==> config.mk <==
export PLATFORM = sky130hd
export DESIGN_NAME = b4dsp_ctrl_flat
export DESIGN_NICKNAME = d
export VERILOG_FILES = /design/src/b4dsp_pkg.sv /design/src/b4dsp_if.sv /design/src/b4dsp_ctrl.sv /design/src/flat_wrapper.sv
export VERILOG_INCLUDE_DIRS = /design/src
export SDC_FILE = /design/constraint.sdc
export NUM_CORES = 1
export LEC_CHECK = 0
export ABC_AREA = 0
export BUFFER_PORTS_ARGS = -buffer_cell sky130_fd_sc_hd__buf_2
export CAP_MARGIN = 20
export CORE_MARGIN = 1
export CORE_UTILIZATION = 25
export CTS_BUF_LIST = sky130_fd_sc_hd__clkbuf_8
export DETAILED_ROUTE_END_ITERATION = 16
export GPL_TIMING_DRIVEN = 0
export MAX_ROUTING_LAYER = met4
export SYNTH_ARGS = -nofsm -noshare
export SYNTH_HDL_FRONTEND = slang
export SYNTH_HIERARCHICAL = 1
export SYNTH_SLANG_ARGS = --single-unit
==> constraint.sdc <==
create_clock -name i_sys_clk -period 14.9 [get_ports i_sys_clk]
set_input_delay 2.98 -clock i_sys_clk [delete_from_list [all_inputs] [get_ports i_sys_clk]]
set_output_delay 2.98 -clock i_sys_clk [all_outputs]
set_load 0.01 [all_outputs]
==> src/b4dsp_defs.svh <==
// Constants shared by both ends of the burst-of-four port
`ifndef B4DSP_DEFS_SVH
`define B4DSP_DEFS_SVH
`define B4_ADDR_W      20
`define B4_WORD_W      18
`define B4_LO_MSB      8
`define B4_HI_LSB      9
`define B4_HI_MSB      17
`define B4_BURST_BITS  72
`define B4_MASK_BITS   8
`define B4_LANE_W      2
`define B4_LAST_BEAT   2'h3
`define B4_BEAT_ZERO   2'h0
`define B4_BEAT_ONE    2'h1
`define B4_RD_LAUNCH   5
`define B4_WR_CAPTURE  2
`define B4_RET_DLY     3
`define B4_FIFO_DEPTH  8
`define B4_BURST_LEN   4
`endif

==> src/b4dsp_pkg.sv <==
// Types shared by both ends of the burst-of-four port
package b4dsp_pkg;
  typedef enum logic [1:0] {
    KS_PARK   = 2'h0,
    KS_KRISE  = 2'h1,
    KS_KBRISE = 2'h3
  } b4dsp_kphase_e;
  typedef logic [17:0] b4dsp_word_t;
  typedef logic [1:0]  b4dsp_beat_t;
endpackage : b4dsp_pkg

==> src/b4dsp_if.sv <==
// Pin bundle between controller and memory port
interface b4dsp_if #(parameter int ADDR_W = 20);
  logic              k;
  logic              kb;
  logic [ADDR_W-1:0] addr;
  logic              read_port_select_n;
  logic              write_port_select_n;
  logic [17:0]       d;
  logic              low_lane_write_select_n;
  logic              high_lane_write_select_n;
  logic [17:0]       q;
  logic              q_oe;

  modport dev (
    input  k, kb, addr, read_port_select_n, write_port_select_n, d,
    input  low_lane_write_select_n, high_lane_write_select_n,
    output q, q_oe
  );
  modport ctl (
    output k, kb, addr, read_port_select_n, write_port_select_n, d,
    output low_lane_write_select_n, high_lane_write_select_n,
    input  q, q_oe
  );
endinterface : b4dsp_if

==> src/b4dsp_ctrl.sv <==
// Controller end: command FIFO and burst sequencer driving the port
`include "b4dsp_defs.svh"
module b4dsp_fifo #(
  parameter int W     = 8,
  parameter int DEPTH = `B4_FIFO_DEPTH
)(
  input  wire logic         i_sys_clk,
  input  wire logic         i_reset_n,
  input  wire logic         i_ce,
  input  wire logic         i_valid,
  output logic              o_ready,
  input  wire logic [W-1:0] i_data,
  output logic              o_valid,
  input  wire logic         i_ready,
  output logic [W-1:0]      o_data
);
  localparam int PW = $clog2(DEPTH);
  logic [W-1:0] buf_q [DEPTH];
  logic [PW-1:0] wp_q;
  logic [PW-1:0] rp_q;
  logic [PW:0]   cnt_q;
  logic [PW:0]   cnt_d;
  logic          push;
  logic          pop;

  assign o_valid = (cnt_q != '0);
  assign o_data  = buf_q[rp_q];
  assign push    = i_valid & o_ready;
  assign pop     = o_valid & i_ready;
  assign cnt_d   = cnt_q + (PW+1)'(push) - (PW+1)'(pop);

  always_ff @(posedge i_sys_clk)
  begin
    if (i_ce && push)
      buf_q[wp_q] <= i_data;
  end

  always_ff @(posedge i_sys_clk or negedge i_reset_n)
  begin
    if (!i_reset_n)
    begin
      wp_q    <= '0;
      rp_q    <= '0;
      cnt_q   <= '0;
      o_ready <= 1'b0;
    end
    else if (i_ce)
    begin
      if (push)
        wp_q <= (wp_q == PW'(DEPTH-1)) ? '0 : wp_q + 1'b1;
      if (pop)
        rp_q <= (rp_q == PW'(DEPTH-1)) ? '0 : rp_q + 1'b1;
      cnt_q   <= cnt_d;
      o_ready <= (cnt_d != (PW+1)'(DEPTH));
    end
  end
endmodule : b4dsp_fifo

module b4dsp_ctrl
  import b4dsp_pkg::*;
#(
  parameter int ADDR_W = `B4_ADDR_W,
  parameter int DEPTH  = `B4_FIFO_DEPTH
)(
  input  wire logic                      i_sys_clk,
  input  wire logic                      i_reset_n,
  input  wire logic                      i_ce,
  input  wire logic                      i_clk_run,
  input  wire logic                      i_cmd_valid,
  output logic                           o_cmd_ready,
  input  wire logic                      i_cmd_write,
  input  wire logic [ADDR_W-1:0]         i_cmd_addr,
  input  wire logic [`B4_BURST_BITS-1:0] i_cmd_data,
  input  wire logic [`B4_MASK_BITS-1:0]  i_cmd_mask_n,
  output b4dsp_word_t                    o_rd_data,
  output logic                           o_rd_valid,
  b4dsp_if.ctl                           port
);
  localparam int CW = 1 + ADDR_W + `B4_BURST_BITS + `B4_MASK_BITS;
  // ---------------------------------------------------------------
  // Command buffer
  // ---------------------------------------------------------------
  logic          f_valid;
  logic          f_pop;
  logic [CW-1:0] f_data;
  logic          h_write;
  logic [ADDR_W-1:0] h_addr;
  logic [`B4_BURST_BITS-1:0] h_wdata;
  logic [`B4_MASK_BITS-1:0]  h_mask;
  assign {h_write, h_addr, h_wdata, h_mask} = f_data;

  b4dsp_fifo #(.W(CW), .DEPTH(DEPTH)) u_b4dsp_fifo (
    .i_sys_clk (i_sys_clk),
    .i_reset_n (i_reset_n),
    .i_ce      (i_ce),
    .i_valid   (i_cmd_valid),
    .o_ready   (o_cmd_ready),
    .i_data    ({i_cmd_write, i_cmd_addr, i_cmd_data, i_cmd_mask_n}),
    .o_valid   (f_valid),
    .i_ready   (f_pop),
    .o_data    (f_data)
  );

  // ---------------------------------------------------------------
  // Input clock pair generation
  // ---------------------------------------------------------------
  b4dsp_kphase_e kph_q;
  b4dsp_kphase_e kph_d;
  logic          k_d;
  logic          kb_d;
  logic          k_q;
  logic          kb_q;
  logic          edge_now;
  logic          krise_now;

  always_comb
  begin
    case (kph_q)
      KS_KRISE:  kph_d = i_clk_run ? KS_KBRISE : KS_PARK;
      KS_KBRISE: kph_d = i_clk_run ? KS_KRISE : KS_PARK;
      default:   kph_d = i_clk_run ? KS_KBRISE : KS_PARK;
    endcase
  end
  assign k_d       = (kph_d != KS_KBRISE);
  assign kb_d      = (kph_d != KS_KRISE);
  assign krise_now = k_d & ~k_q;
  assign edge_now  = krise_now | (kb_d & ~kb_q);

  always_ff @(posedge i_sys_clk or negedge i_reset_n)
  begin
    if (!i_reset_n)
    begin
      kph_q <= KS_PARK;
      k_q   <= 1'b1;
      kb_q  <= 1'b1;
    end
    else if (i_ce)
    begin
      kph_q <= kph_d;
      k_q   <= k_d;
      kb_q  <= kb_d;
    end
  end

  // ---------------------------------------------------------------
  // Operation issue at each K rise
  // ---------------------------------------------------------------
  logic issue_rd;
  logic issue_wr;
  logic last_rd_q;
  logic last_wr_q;
  logic rps_n_q;
  logic wps_n_q;
  logic [ADDR_W-1:0] addr_q;
  assign issue_rd = krise_now & f_valid & ~h_write & ~last_rd_q;
  assign issue_wr = krise_now & f_valid & h_write & ~last_wr_q;
  assign f_pop    = i_ce & (issue_rd | issue_wr);

  always_ff @(posedge i_sys_clk or negedge i_reset_n)
  begin
    if (!i_reset_n)
    begin
      last_rd_q <= 1'b0;
      last_wr_q <= 1'b0;
      rps_n_q   <= 1'b1;
      wps_n_q   <= 1'b1;
      addr_q    <= '0;
    end
    else if (i_ce && krise_now)
    begin
      last_rd_q <= issue_rd;
      last_wr_q <= issue_wr;
      rps_n_q   <= ~issue_rd;
      wps_n_q   <= ~issue_wr;
      if (issue_rd || issue_wr)
        addr_q <= h_addr;
    end
  end

  // ---------------------------------------------------------------
  // Write data beats, two rises after the address
  // ---------------------------------------------------------------
  logic                      pend_v_q;
  logic                      pend_age_q;
  logic [`B4_BURST_BITS-1:0] pend_d_q;
  logic [`B4_MASK_BITS-1:0]  pend_m_q;
  logic [`B4_BURST_BITS-1:0] sh_d_q;
  logic [`B4_MASK_BITS-1:0]  sh_m_q;
  b4dsp_beat_t               sh_cnt_q;
  b4dsp_word_t               d_q;
  logic [1:0]                lane_q;

  always_ff @(posedge i_sys_clk or negedge i_reset_n)
  begin
    if (!i_reset_n)
    begin
      pend_v_q   <= 1'b0;
      pend_age_q <= 1'b0;
      pend_d_q   <= '0;
      pend_m_q   <= '1;
      sh_d_q     <= '0;
      sh_m_q     <= '1;
      sh_cnt_q   <= `B4_BEAT_ZERO;
      d_q        <= '0;
      lane_q     <= 2'h3;
    end
    else if (i_ce && edge_now)
    begin
      if (issue_wr)
      begin
        pend_v_q   <= 1'b1;
        pend_age_q <= 1'b0;
        pend_d_q   <= h_wdata;
        pend_m_q   <= h_mask;
      end
      else if (pend_v_q && !pend_age_q)
        pend_age_q <= 1'b1;
      else if (pend_v_q)
        pend_v_q <= 1'b0;
      if (pend_v_q && pend_age_q && !issue_wr)
      begin
        d_q      <= pend_d_q[`B4_WORD_W-1:0];
        lane_q   <= pend_m_q[`B4_LANE_W-1:0];
        sh_d_q   <= pend_d_q >> `B4_WORD_W;
        sh_m_q   <= pend_m_q >> `B4_LANE_W;
        sh_cnt_q <= `B4_LAST_BEAT;
      end
      else if (sh_cnt_q != `B4_BEAT_ZERO)
      begin
        d_q      <= sh_d_q[`B4_WORD_W-1:0];
        lane_q   <= sh_m_q[`B4_LANE_W-1:0];
        sh_d_q   <= sh_d_q >> `B4_WORD_W;
        sh_m_q   <= sh_m_q >> `B4_LANE_W;
        sh_cnt_q <= sh_cnt_q - `B4_BEAT_ONE;
      end
      else
        lane_q <= 2'h3;
    end
  end

  // ---------------------------------------------------------------
  // Read data return
  // ---------------------------------------------------------------
  logic [`B4_RET_DLY-1:0] cap_q;

  always_ff @(posedge i_sys_clk or negedge i_reset_n)
  begin
    if (!i_reset_n)
    begin
      cap_q      <= '0;
      o_rd_data  <= '0;
      o_rd_valid <= 1'b0;
    end
    else if (i_ce)
    begin
      cap_q      <= {cap_q[`B4_RET_DLY-2:0], edge_now};
      o_rd_valid <= cap_q[`B4_RET_DLY-1] & port.q_oe;
      if (cap_q[`B4_RET_DLY-1] && port.q_oe)
        o_rd_data <= port.q;
    end
  end

  assign port.k                        = k_q;
  assign port.kb                       = kb_q;
  assign port.addr                     = addr_q;
  assign port.read_port_select_n       = rps_n_q;
  assign port.write_port_select_n      = wps_n_q;
  assign port.d                        = d_q;
  assign port.low_lane_write_select_n  = lane_q[0];
  assign port.high_lane_write_select_n = lane_q[1];
endmodule : b4dsp_ctrl

==> src/flat_wrapper.sv <==
// flat-port wrapper written by rule: the top's interface ports become plain ports
module b4dsp_ctrl_flat import b4dsp_pkg::*;
#(
  parameter int ADDR_W = `B4_ADDR_W,
  parameter int DEPTH  = `B4_FIFO_DEPTH
)
  (i_sys_clk, i_reset_n, i_ce, i_clk_run, i_cmd_valid, o_cmd_ready, i_cmd_write, i_cmd_addr, i_cmd_data, i_cmd_mask_n, o_rd_data, o_rd_valid, port_k, port_kb, port_addr, port_read_port_select_n, port_write_port_select_n, port_d, port_low_lane_write_select_n, port_high_lane_write_select_n, port_q, port_q_oe);
  b4dsp_if #(.ADDR_W(ADDR_W)) port_i ();
  input  wire logic i_sys_clk;
  input  wire logic i_reset_n;
  input  wire logic i_ce;
  input  wire logic i_clk_run;
  input  wire logic i_cmd_valid;
  output logic o_cmd_ready;
  input  wire logic i_cmd_write;
  input  wire logic [ADDR_W-1:0] i_cmd_addr;
  input  wire logic [`B4_BURST_BITS-1:0] i_cmd_data;
  input  wire logic [`B4_MASK_BITS-1:0] i_cmd_mask_n;
  output b4dsp_word_t o_rd_data;
  output logic o_rd_valid;
  output wire logic [$bits(port_i.k)-1:0] port_k;
  output wire logic [$bits(port_i.kb)-1:0] port_kb;
  output wire logic [$bits(port_i.addr)-1:0] port_addr;
  output wire logic [$bits(port_i.read_port_select_n)-1:0] port_read_port_select_n;
  output wire logic [$bits(port_i.write_port_select_n)-1:0] port_write_port_select_n;
  output wire logic [$bits(port_i.d)-1:0] port_d;
  output wire logic [$bits(port_i.low_lane_write_select_n)-1:0] port_low_lane_write_select_n;
  output wire logic [$bits(port_i.high_lane_write_select_n)-1:0] port_high_lane_write_select_n;
  input wire logic [$bits(port_i.q)-1:0] port_q;
  input wire logic [$bits(port_i.q_oe)-1:0] port_q_oe;
  assign port_k = port_i.k;
  assign port_kb = port_i.kb;
  assign port_addr = port_i.addr;
  assign port_read_port_select_n = port_i.read_port_select_n;
  assign port_write_port_select_n = port_i.write_port_select_n;
  assign port_d = port_i.d;
  assign port_low_lane_write_select_n = port_i.low_lane_write_select_n;
  assign port_high_lane_write_select_n = port_i.high_lane_write_select_n;
  assign port_i.q = port_q;
  assign port_i.q_oe = port_q_oe;
  b4dsp_ctrl #(.ADDR_W(ADDR_W), .DEPTH(DEPTH)) u_core (.i_sys_clk(i_sys_clk), .i_reset_n(i_reset_n), .i_ce(i_ce), .i_clk_run(i_clk_run), .i_cmd_valid(i_cmd_valid), .o_cmd_ready(o_cmd_ready), .i_cmd_write(i_cmd_write), .i_cmd_addr(i_cmd_addr), .i_cmd_data(i_cmd_data), .i_cmd_mask_n(i_cmd_mask_n), .o_rd_data(o_rd_data), .o_rd_valid(o_rd_valid), .port(port_i));
endmodule
### After elaboration in Yosys (flattened, before gate mapping)

Memories as Yosys holds them, arrays and structs flattened.
Cells that the tools add are included.
W data, S select, Z words.

| operators by class | value |
|---|---|
| bitwise logic cells | 20 |
| reduce and logical (&&, ||, !) cells | 22 |
| equality and inequality tests | 7 |
| add/subtract/negate cells | 5 |
| muxes and demuxes | 21 |

Operator list:

| cell | number |
|---|---|
| $mux W72 | 2 |
| $mux W18 | 2 |
| $mux W8 | 2 |
| $reduce_and A2 Y1 | 8 |
| $mux W2 | 6 |
| $and A1 B1 Y1 | 11 |
| $logic_and A1 B1 Y1 | 7 |
| $mux W1 | 7 |
| $not A1 Y1 | 7 |
| $add A3 B1 Y3 const B | 2 |
| $eq A3 B3 Y1 const B | 2 |
| $mux W3 | 2 |
| $reduce_bool A2 Y1 | 3 |
| $add A4 B1 Y4 | 1 |
| $ne A2 B1 Y1 const B | 2 |
| $ne A4 B4 Y1 const B | 1 |
| $reduce_bool A4 Y1 | 1 |
| $sub A4 B1 Y4 | 1 |
| $eq A2 B2 Y1 const B | 1 |
| $logic_not A1 Y1 | 2 |
| $ne A2 B2 Y1 const B | 1 |
| $or A1 B1 Y1 | 2 |
| $sub A2 B1 Y2 const B | 1 |
| $logic_or A1 B1 Y1 | 1 |

| word-level totals | value |
|---|---|
| memory bits (writable) | 808 |
| memories kept | 1 |
| output and inout port bits | 64 |
| bits of input ports | 125 |
| register bits after elaboration | 245 |

Memory list:

| memory | words | bits a word | rd ports | clocked after Yosys merged registers in | wr ports | RTL line | text |
|---|---|---|---|---|---|---|---|
| u_core.u_b4dsp_fifo.buf_q | 8 | 101 | 1 | 0 | 1 | b4dsp_ctrl.sv:18 | `logic [W-1:0] buf_q [DEPTH];` |

### Longest topological paths before layout

Gate-level depths: netlist of the first run.

| logic depth | value |
|---|---|
| word-level depth | 12 |
| gate-level depth with buffers | 17 |

### Modules after synthesis

Netlist of the first run, hierarchy kept.

Modules (own cells, without submodules):

| module | cells an instance | area each (um^2) | seq. area each (um^2) | times used |
|---|---|---|---|---|
| b4dsp_fifo | 1241 | 31231.2 | 24538.5 | 1 |
| b4dsp_ctrl | 635 | 9113.7 | 5406.4 | 1 |

### Worst setup path before layout of the first run

OpenSTA, ideal clock, no wires.

| timing | value |
|---|---|
| path type | in2reg |
| from | input i_ce |
| to | memory u_core/u_b4dsp_fifo/buf_q[1][0] (netlist name) (enable) |
| arrival time | 10307 ps |
| stages on the path | 3 |
| data required time | 14216 ps |
| setup time | 684 ps |
| setup slack | 3909 ps |
| path through | clkbuf_1 nand4_1 nor3_1 |

| on the way | value |
|---|---|
| cells in the longest elaborated chain, start to end | 3 |

RTL lines:

| what | RTL line | text |
|---|---|---|
| start: declaration | flat_wrapper.sv:11 | `input wire logic i_ce;` |
| $logic_and A1 B1 Y1 | b4dsp_ctrl.sv:34 | `if (i_ce && push)` |
| $mux W1 | b4dsp_ctrl.sv:34 |  |
| $mux W1 (implied by the code) | b4dsp_ctrl.sv:35 | `buf_q[wp_q] <= i_data;` |
| end: declaration | b4dsp_ctrl.sv:18 |  |

Every way passes these cells.

### Worst setup path after layout of the first run

| timing | value |
|---|---|
| from | register u_core.u_b4dsp_fifo.rp_q[1] |
| to | register u_core.u_b4dsp_fifo.o_ready |

| on the way | value |
|---|---|
| cells in the longest elaborated chain, start to end | 9 |

RTL lines:

| what | RTL line | text |
|---|---|---|
| start: declaration | b4dsp_ctrl.sv:20 | `logic [PW-1:0] rp_q;` |
| start signal: assignment | b4dsp_ctrl.sv:52 | `rp_q <= (rp_q == PW'(DEPTH-1)) ? '0 : rp_q + 1'b1;` |
| $mem_v2 Z8 W101 (*) | -- |  |
| net u_core.f_data[100] | b4dsp_ctrl.sv:85 | `logic [CW-1:0] f_data;` |
| $not A1 Y1 | b4dsp_ctrl.sv:155 | `assign issue_rd = krise_now & f_valid & ~h_write & ~last_rd_q;` |
| $and A1 B1 Y1 (2 in series) | b4dsp_ctrl.sv:155 |  |
| $or A1 B1 Y1 (*) | b4dsp_ctrl.sv:157 | `assign f_pop = i_ce & (issue_rd \| issue_wr);` |
| $and A1 B1 Y1 (*) | b4dsp_ctrl.sv:157 |  |
| net u_core.f_pop | b4dsp_ctrl.sv:84 | `logic f_pop;` |
| $and A1 B1 Y1 (*) | b4dsp_ctrl.sv:29 | `assign pop = o_valid & i_ready;` |
| $sub A4 B1 Y4 (*) | b4dsp_ctrl.sv:30 | `assign cnt_d = cnt_q + (PW+1)'(push) - (PW+1)'(pop);` |
| $ne A4 B4 Y1 (*) | b4dsp_ctrl.sv:54 | `o_ready <= (cnt_d != (PW+1)'(DEPTH));` |
| end signal: assignment | b4dsp_ctrl.sv:54 |  |
| end: declaration | b4dsp_ctrl.sv:11 | `output logic o_ready,` |

Mark *: on every way through the listed nets, which the timed path passes. The rest lies on a longest branch.
A chain may end at the register's enable or synchronous reset.

==> results of run 1 <==
-- Yosys cell counts (all sizes together) (10+ instances only) --
cell type	instances
mux2i	61
inv	12
or2	60
a22o	18
o21ai	10
mux4	202
buf	70
nor2	15
dfstp	21
mux2	227
clkbuf	32
edfxtp	808
dfrtp	205
a2bb2oi	60
nand2	11
ha	10
-- cells by family after synthesis --
kind of cell / share of synthesized area
flip-flops: 0.7422
multiplexers: 0.1953
AND/OR/NAND/NOR: 0.01724
buffers and inverters: 0.01814
AO/OA/AOI/OAI: 0.02332
adder cells (fa/ha/maj): 0.003597
XOR/XNOR: 0.0002171
-- metal layers --
| layer | vias up | routed length, µm | GRT usage |
|---|---|---|---|
| met5 | - | 0 | - |
| met4 | 0 | 2447 | 0.03921 |
| met3 | 221 | 7756 | 0.03865 |
| met2 | 642 | 46750 | 0.1914 |
| met1 | 10490 | 43750 | 0.1640 |
| li1 | 8540 | - | - |
-- worst register-to-register path: cells and delay by family (launching register included) --
kind	cells	cell delay, ns
buffers and inverters	7	2.46
AOI/OAI and AO/OA	3	1.03
adders and majority gates	3	0.92
muxes	2	0.73
and+or+nand+nor	3	0.46
DFF	1	0.35
-- through the flow --
stage	setup slack (ns)	utilization	power (µW)	TNS [ns]
global placement	-4.802	0.2743	6391	-942.08
finish	8.814	0.3012	8646	0
floorplan	3.909	-	5496	0
CTS	8.771	0.3008	8781	0
global route	8.620	0.3012	9062	0
detailed placement	8.334	0.2811	6414	0
-- state kept, by name (all words and copies together), names as in the netlist, 4 cells and up --
| name | flops |
|---|---|
| u_core/u_b4dsp_fifo/buf_q | 808 |
| u_core/pend_d_q | 72 |
| u_core/sh_d_q | 54 |
| u_core/port.addr | 20 |
| u_core/o_rd_data | 18 |
| u_core/port.d | 18 |
| u_core/pend_m_q | 8 |
| u_core/sh_m_q | 7 |
| u_core/u_b4dsp_fifo/cnt_q | 4 |
-- worst paths after layout --
check,startpoint,endpoint,slack (ns)
setup reg to reg,u_core/u_b4dsp_fifo/rp_q[1],u_core/u_b4dsp_fifo/o_ready,8.81
max in group asynchronous,i_reset_n,u_core/pend_d_q[15],11.61
setup / recovery,u_core/u_b4dsp_fifo/rp_q[1],u_core/u_b4dsp_fifo/o_ready,8.81
hold reg to reg,u_core/lane_q[1],u_core/lane_q[1],0.48
min in group asynchronous,i_reset_n,u_core/o_rd_data[2],1.92
hold / removal,u_core/lane_q[1],u_core/lane_q[1],0.48
-- layout make-up --
cell class,instances,area [µm²]
multi-input combinational,728,9723
buffer,102,686.9
clock inverter,124,698.2
inverter,12,45.04
tap,2160,2703
clock buffer,179,2464
timing repair buffer,249,1986
antenna,24,60.06
fill,15690,112100
sequential,1034,29950
-- power by group through the flow --
stage / sequential (µW) / clock [µW] / combinational [µW]
2_1_floorplan: 3800 / 0 / 1700
3_3_place_gp: 3880 / 0 / 2510
3_5_place_dp: 3810 / 0 / 2610
4_1_cts: 3750 / 2410 / 2620
5_1_grt: 3790 / 2520 / 2750
6_report: 3750 / 2330 / 2570
==> metrics.yaml, run 1 <==
placement:
  dp_cells: 4285
  dp_hpwl_um: 68030
  place_area_um2: 45090
  gp_congestion: 0.7540
  numPortBuffers: 188
clocking:
  root_buffer: "clkbuf_8"
  path_clk_slew_ns: 0.06
  clk_latency_ns: 0.86
  ctsHoldBuffers: 0
  tritoncts: "done"
  postCtsSetupBuffers: 0
  cts_made_buffers: 161
  cts.path.max_buffers: 3
  cts-resized-gates: 0
  cts_num_sinks: 1034
  h-tree-depth: 4
cells_and_area:
  layout_common_cells: "edfxtp_1, buf_2, dfrtp_1, mux4_2, clkbuf_8"
  final_common_cell: "edfxtp_1"
  instances_no_fill: 4612
  syn2layout_area_growth_pct: 19.74
  design_area_um2: 48310
  layout-drive-gt1-share: 0.4127
  fin_nets: 2424
power:
  powerDensity_nw_per_um2: 179.0
  p_sw_frac: 0.3052
  clockPowerShare: 0.269
  internal_power_uw: 6007
  vdd.ir_drop.worst_mv: 0.1061
  power.leakage_uw: 0.01730
  p_comb_frac: 0.297
  power_frac_seq: 0.433
  power_switching_uw: 2639
sta:
  period_share: 0.4084
  post-route-min-period_ns: 6.086
  rsz0062_at_grt: "false"
  worst_pin_slew_ns: 1.093
  fin_hold_ws_ns: 0.4822
  fmax_ghz: 0.1643
  setup_viol: 0
  maxSlewHeadroom: 0.2715
  clock-skew-final_ns: 0.03845
  finalHoldViolations: 0
  drv_slew: 0
global_routing:
  grtUsageTotal: 0.1271
  grt_pass1_wl_um: 145300
  grt_max_degree: 114
  antenna_found_initial: 65
  grt-ovfl-total: 0
  grt_pass1_vias: 20460
critical_path:
  setup.worst_path.end_class: "flop"
  cpLargestDelayFamily: "buffers and inverters"
  slowest_stage: "clkbuf_1"
  cp.arrival_ns: 6.80
  cp_slowest_stage_delay_ns: 0.59
  reg2regPathDepth: 18
  cp.required_ns: 15.62
  path_depth: 18
  start_kind: "flop"
  cp_cell_sequence: "clkbuf_1 -> clkbuf_1 -> buf_8 -> buf_2 -> mux4_2 -> mux2_4 -> nor2_1 -> o2111a_1 -> buf_2 -> and2_1 -> ha_1 -> inv_1 -> ha_1 -> inv_1 -> fa_1 -> nand2b_1 -> a2111oi_0 -> a211oi_1"
  worstSetupPathType: "reg -> reg"
  path_buf_inv: 7
  path_max_fanout: 11
routing:
  wl_per_cell_um: 21.84
  first_pass_iters: 5
  via_count: 19890
  routed_wl_um: 100700
  drtIter0Drc: 1489
  drcViolationCount: 0
  post_drt_via_cell_ratio: 4.313
  ant_nets: 0
floorplan:
  core_area_um2: 160400
  rows: 147
  start_util: 0.2516
  dieHeight_um: 403.7
  die_x_um: 403.7
  die-area_um2: 163000
  io_pins: 189
outcome:
  status: "finished, final reports clean"
min_path:
  hold_depth: 2
  holdCritPathClass: "reg -> reg"
run:
  max_cap_viol_count: 0
synthesis:
  synth_edf_count: 808
  postSynthAreaPerCell_um2: 21.51
  ys_async_sr_fraction: 0.2186
  synth_top_area_cell: "edfxtp_1"
  ys_top_cells_by_area: "edfxtp_1, dfrtp_1, mux4_2"
  synthCells: 1876
  synth_cell_types: 55
  ys_ff_latch: 1034
  synth_nets: 2012
  yosysTopAreaCellShare: 0.6014
  yosys_warnings: 6
  synthesis.area_um2: 40340
  synthFlopType: "edfxtp_1"
  seq_area_frac_synth: 0.7422
Note: power is estimated with default switching activity, not from simulation.
==> run 2: changes to the inputs <==
Clock period 14.9 ns to 5.5 ns, I/O delays scaled along.
==> metrics.yaml, run 2 (synthesized netlist as in run 1, its figures left out) <==
outcome:
  status: "finished, final reports clean"
sta:
  worst_pin_slew_ns: 1.048  # -0.04499 ns
  rsz0062_at_grt: "false"
  fmax_ghz: 0.1969  # +20%
  post-route-min-period_ns: 5.078  # -1.008 ns
  fin_setup_tns_ns: 0  # unchanged
  maxSlewHeadroom: 0.3015  # +0.02999
  drv_slew: 0  # unchanged
  finalHoldViolations: 0  # unchanged
  period_share: 0.9232  # +0.5148
  clock-skew-final_ns: 0.04008  # +0.001630 ns
  setup_ws_ns: 0.4223  # -8.392 ns
  setup_viol: 0  # unchanged
clocking:
  cts_made_buffers: 163  # +1.2%
  cts-resized-gates: 1  # +1
  cts.path.max_buffers: 3  # unchanged
  ctsHoldBuffers: 0  # unchanged
  h-tree-depth: 4  # unchanged
  path_clk_slew_ns: 0.06  # about the same
  tritoncts: "done"
  cts_num_sinks: 1034  # unchanged
  postCtsSetupBuffers: 0  # unchanged
  clk_latency_ns: 0.85  # about the same
  root_buffer: "clkbuf_8"
cells_and_area:
  instances_no_fill: 4603  # -0.20%
  regMostFlops: "u_core/u_b4dsp_fifo/buf_q"
  layout-drive-gt1-share: 0.4134  # +0.0007086
  final_common_cell: "edfxtp_1"
  largest_reg_flops: 808  # unchanged
  syn2layout_area_growth_pct: 20.30
  fin_nets: 2418  # -0.25%
  utilization: 0.3026  # +0.001412
  layout_common_cells: "edfxtp_1, buf_2, dfrtp_1, mux4_2, clkbuf_8"
  reg_top3: "u_core/u_b4dsp_fifo/buf_q x808, u_core/pend_d_q x72, u_core/sh_d_q x54"
critical_path:
  cp_slowest_stage_delay_ns: 0.52  # -0.07 ns
  cpLargestDelayFamily: "buffers and inverters"
  path_max_fanout: 11  # unchanged
  slowest_stage: "fa_1"
  start_kind: "flop"
  worstSetupPathType: "reg -> reg"
  cp.required_ns: 6.19  # -9.43 ns
  path_buf_inv: 6  # -1
  cp_cell_sequence: "clkbuf_1 -> clkbuf_2 -> buf_2 -> mux4_2 -> mux2_4 -> nor2_1 -> o2111a_2 -> clkbuf_4 -> and2_1 -> ha_1 -> inv_1 -> ha_1 -> inv_1 -> fa_1 -> nand2b_1 -> a2111oi_0 -> a211oi_1"
  r2r-start: "u_core/u_b4dsp_fifo/rp_q[1]"
  setup.worst_path.end_class: "flop"
  cp.arrival_ns: 5.77  # -1.03 ns
  startpoint: "u_core/u_b4dsp_fifo/rp_q[1]"
floorplan:
  io_pins: 189  # unchanged
  core_area_um2: 160400  # unchanged
  start_util: 0.2516  # unchanged
  rows: 147  # unchanged
  die-area_um2: 163000  # unchanged
  dieHeight_um: 403.7  # unchanged
  die_x_um: 403.7  # unchanged
min_path:
  holdCritPathClass: "in -> async"
power:
  power_frac_seq: 0.433  # about the same
  p_comb_frac: 0.294  # -0.003
  vdd.ir_drop.worst_mv: 0.2926  # +180%
  power_switching_uw: 7051  # +170%
  power.leakage_uw: 0.01732  # +0.12%
  p_sw_frac: 0.2999  # -0.005265
  powerDensity_nw_per_um2: 484.3  # +170%
  internal_power_uw: 16460  # +170%
  clockPowerShare: 0.273  # +0.004
routing:
  ant_nets: 0  # unchanged
  post_drt_via_cell_ratio: 4.266  # -1.1%
  drcViolationCount: 0  # unchanged
  via_count: 19640  # -1.3%
  drtIter0Drc: 1339  # -10%
  wl_per_cell_um: 21.77  # -0.32%
  routed_wl_um: 100200  # -0.52%
  first_pass_iters: 5  # unchanged
global_routing:
  grt_pass1_wl_um: 144300  # -0.71%
  antenna_found_initial: 58  # -11%
  grt.busiest_layer: "met2"
  grtUsageMet3: 0.04099  # +0.002334
  grt_pass1_vias: 20210  # -1.2%
  gr-usage-met2: 0.1940  # +0.002678
  grtUsageMet1: 0.1594  # -0.004635
  grt_max_degree: 93  # -18%
  grtUsageTotal: 0.1264  # -0.0006972
  grt-ovfl-total: 0  # unchanged
placement:
  dp_hpwl_um: 67640  # -0.57%
  gp_congestion: 0.7511  # -0.38%
  numPortBuffers: 188  # unchanged
  place_ws_ns: -0.1913  # -8.525 ns
  dp_cells: 4277  # -0.19%
run:
  max_cap_viol_count: 0  # unchanged
[run 2: cell count changes in the layout (fill, tap and decap cells not counted), moves of 3 or more]
cell and delta:
inv_12 -4, clkbuf_8 +6, buf_6 -22, buf_16 +12, buf_4 -3, inv_1 -12
clkinv_1 +8, buf_8 +5
[run 2: stage by stage]
| stage | cell area [µm²] | hold WS [ns] | power, µW |
|---|---|---|---|
| after floorplan | 40360 | 0.4574 | 14870 |
| after detailed placement | 45240 | 0.4643 | 17400 |
| after global routing | 48530 | 0.3016 | 24660 |
| after global placement | 44000 | 0.4535 | 17240 |
| after CTS | 48470 | 0.2428 | 23890 |
| final | 48540 | 0.2805 | 23510 |
[run 2: worst register-to-register path, stage by stage (launching register included)]
cell       delay (ns)
dfrtp_1          0.34
clkbuf_1         0.33
clkbuf_2         0.41
buf_2            0.41
mux4_2           0.36
mux2_4           0.36
nor2_1           0.17
o2111a_2         0.37
clkbuf_4         0.40
and2_1           0.18
ha_1             0.23
inv_1            0.06
ha_1             0.15
inv_1            0.06
fa_1             0.52
nand2b_1         0.08
a2111oi_0        0.41
a211oi_1         0.08
[run 2: layout make-up]
| type | count | area, µm² |
|---|---|---|
| antenna | 24 | 60.06 |
| clock buffer | 185 | 2546 |
| tap | 2160 | 2703 |
| fill | 15620 | 111800 |
| timing repair buffer | 241 | 2121 |
| multi-input combinational | 728 | 9737 |
| sequential | 1034 | 29950 |
| inverter | 12 | 45.04 |
| buffer | 102 | 691.9 |
| clock inverter | 117 | 688.2 |
[run 2: power by group through the flow]
stage	clock (µW)	combinational, µW	sequential (µW)
after floorplan	0	4610	10300
after global placement	0	6740	10500
after detailed placement	0	7050	10300
after CTS	6610	7070	10200
after global routing	6940	7430	10300
final	6410	6910	10200
[run 2: per-layer routing]
layer	wire length (µm)	vias to the layer above
met3	7686	184
li1	-	8535
met5	0	-
met2	47340	556
met1	43220	10360
met4	1933	0
[run 2: final timing paths]
| path | cells past startpoint | slack, ns | end |
|---|---|---|---|
| min in group i_sys_clk | 2 | 0.47 | u_core/lane_q[0] |
| worst min-delay path | 1 | 0.28 | u_core/o_rd_data[4] |
| max in group asynchronous | 3 | 3.89 | u_core/pend_m_q[6] |
| worst max-delay path | 17 | 0.42 | u_core/u_b4dsp_fifo/o_ready |
| worst min register to register | 2 | 0.47 | u_core/lane_q[0] |
| worst max register to register | 17 | 0.42 | u_core/u_b4dsp_fifo/o_ready |
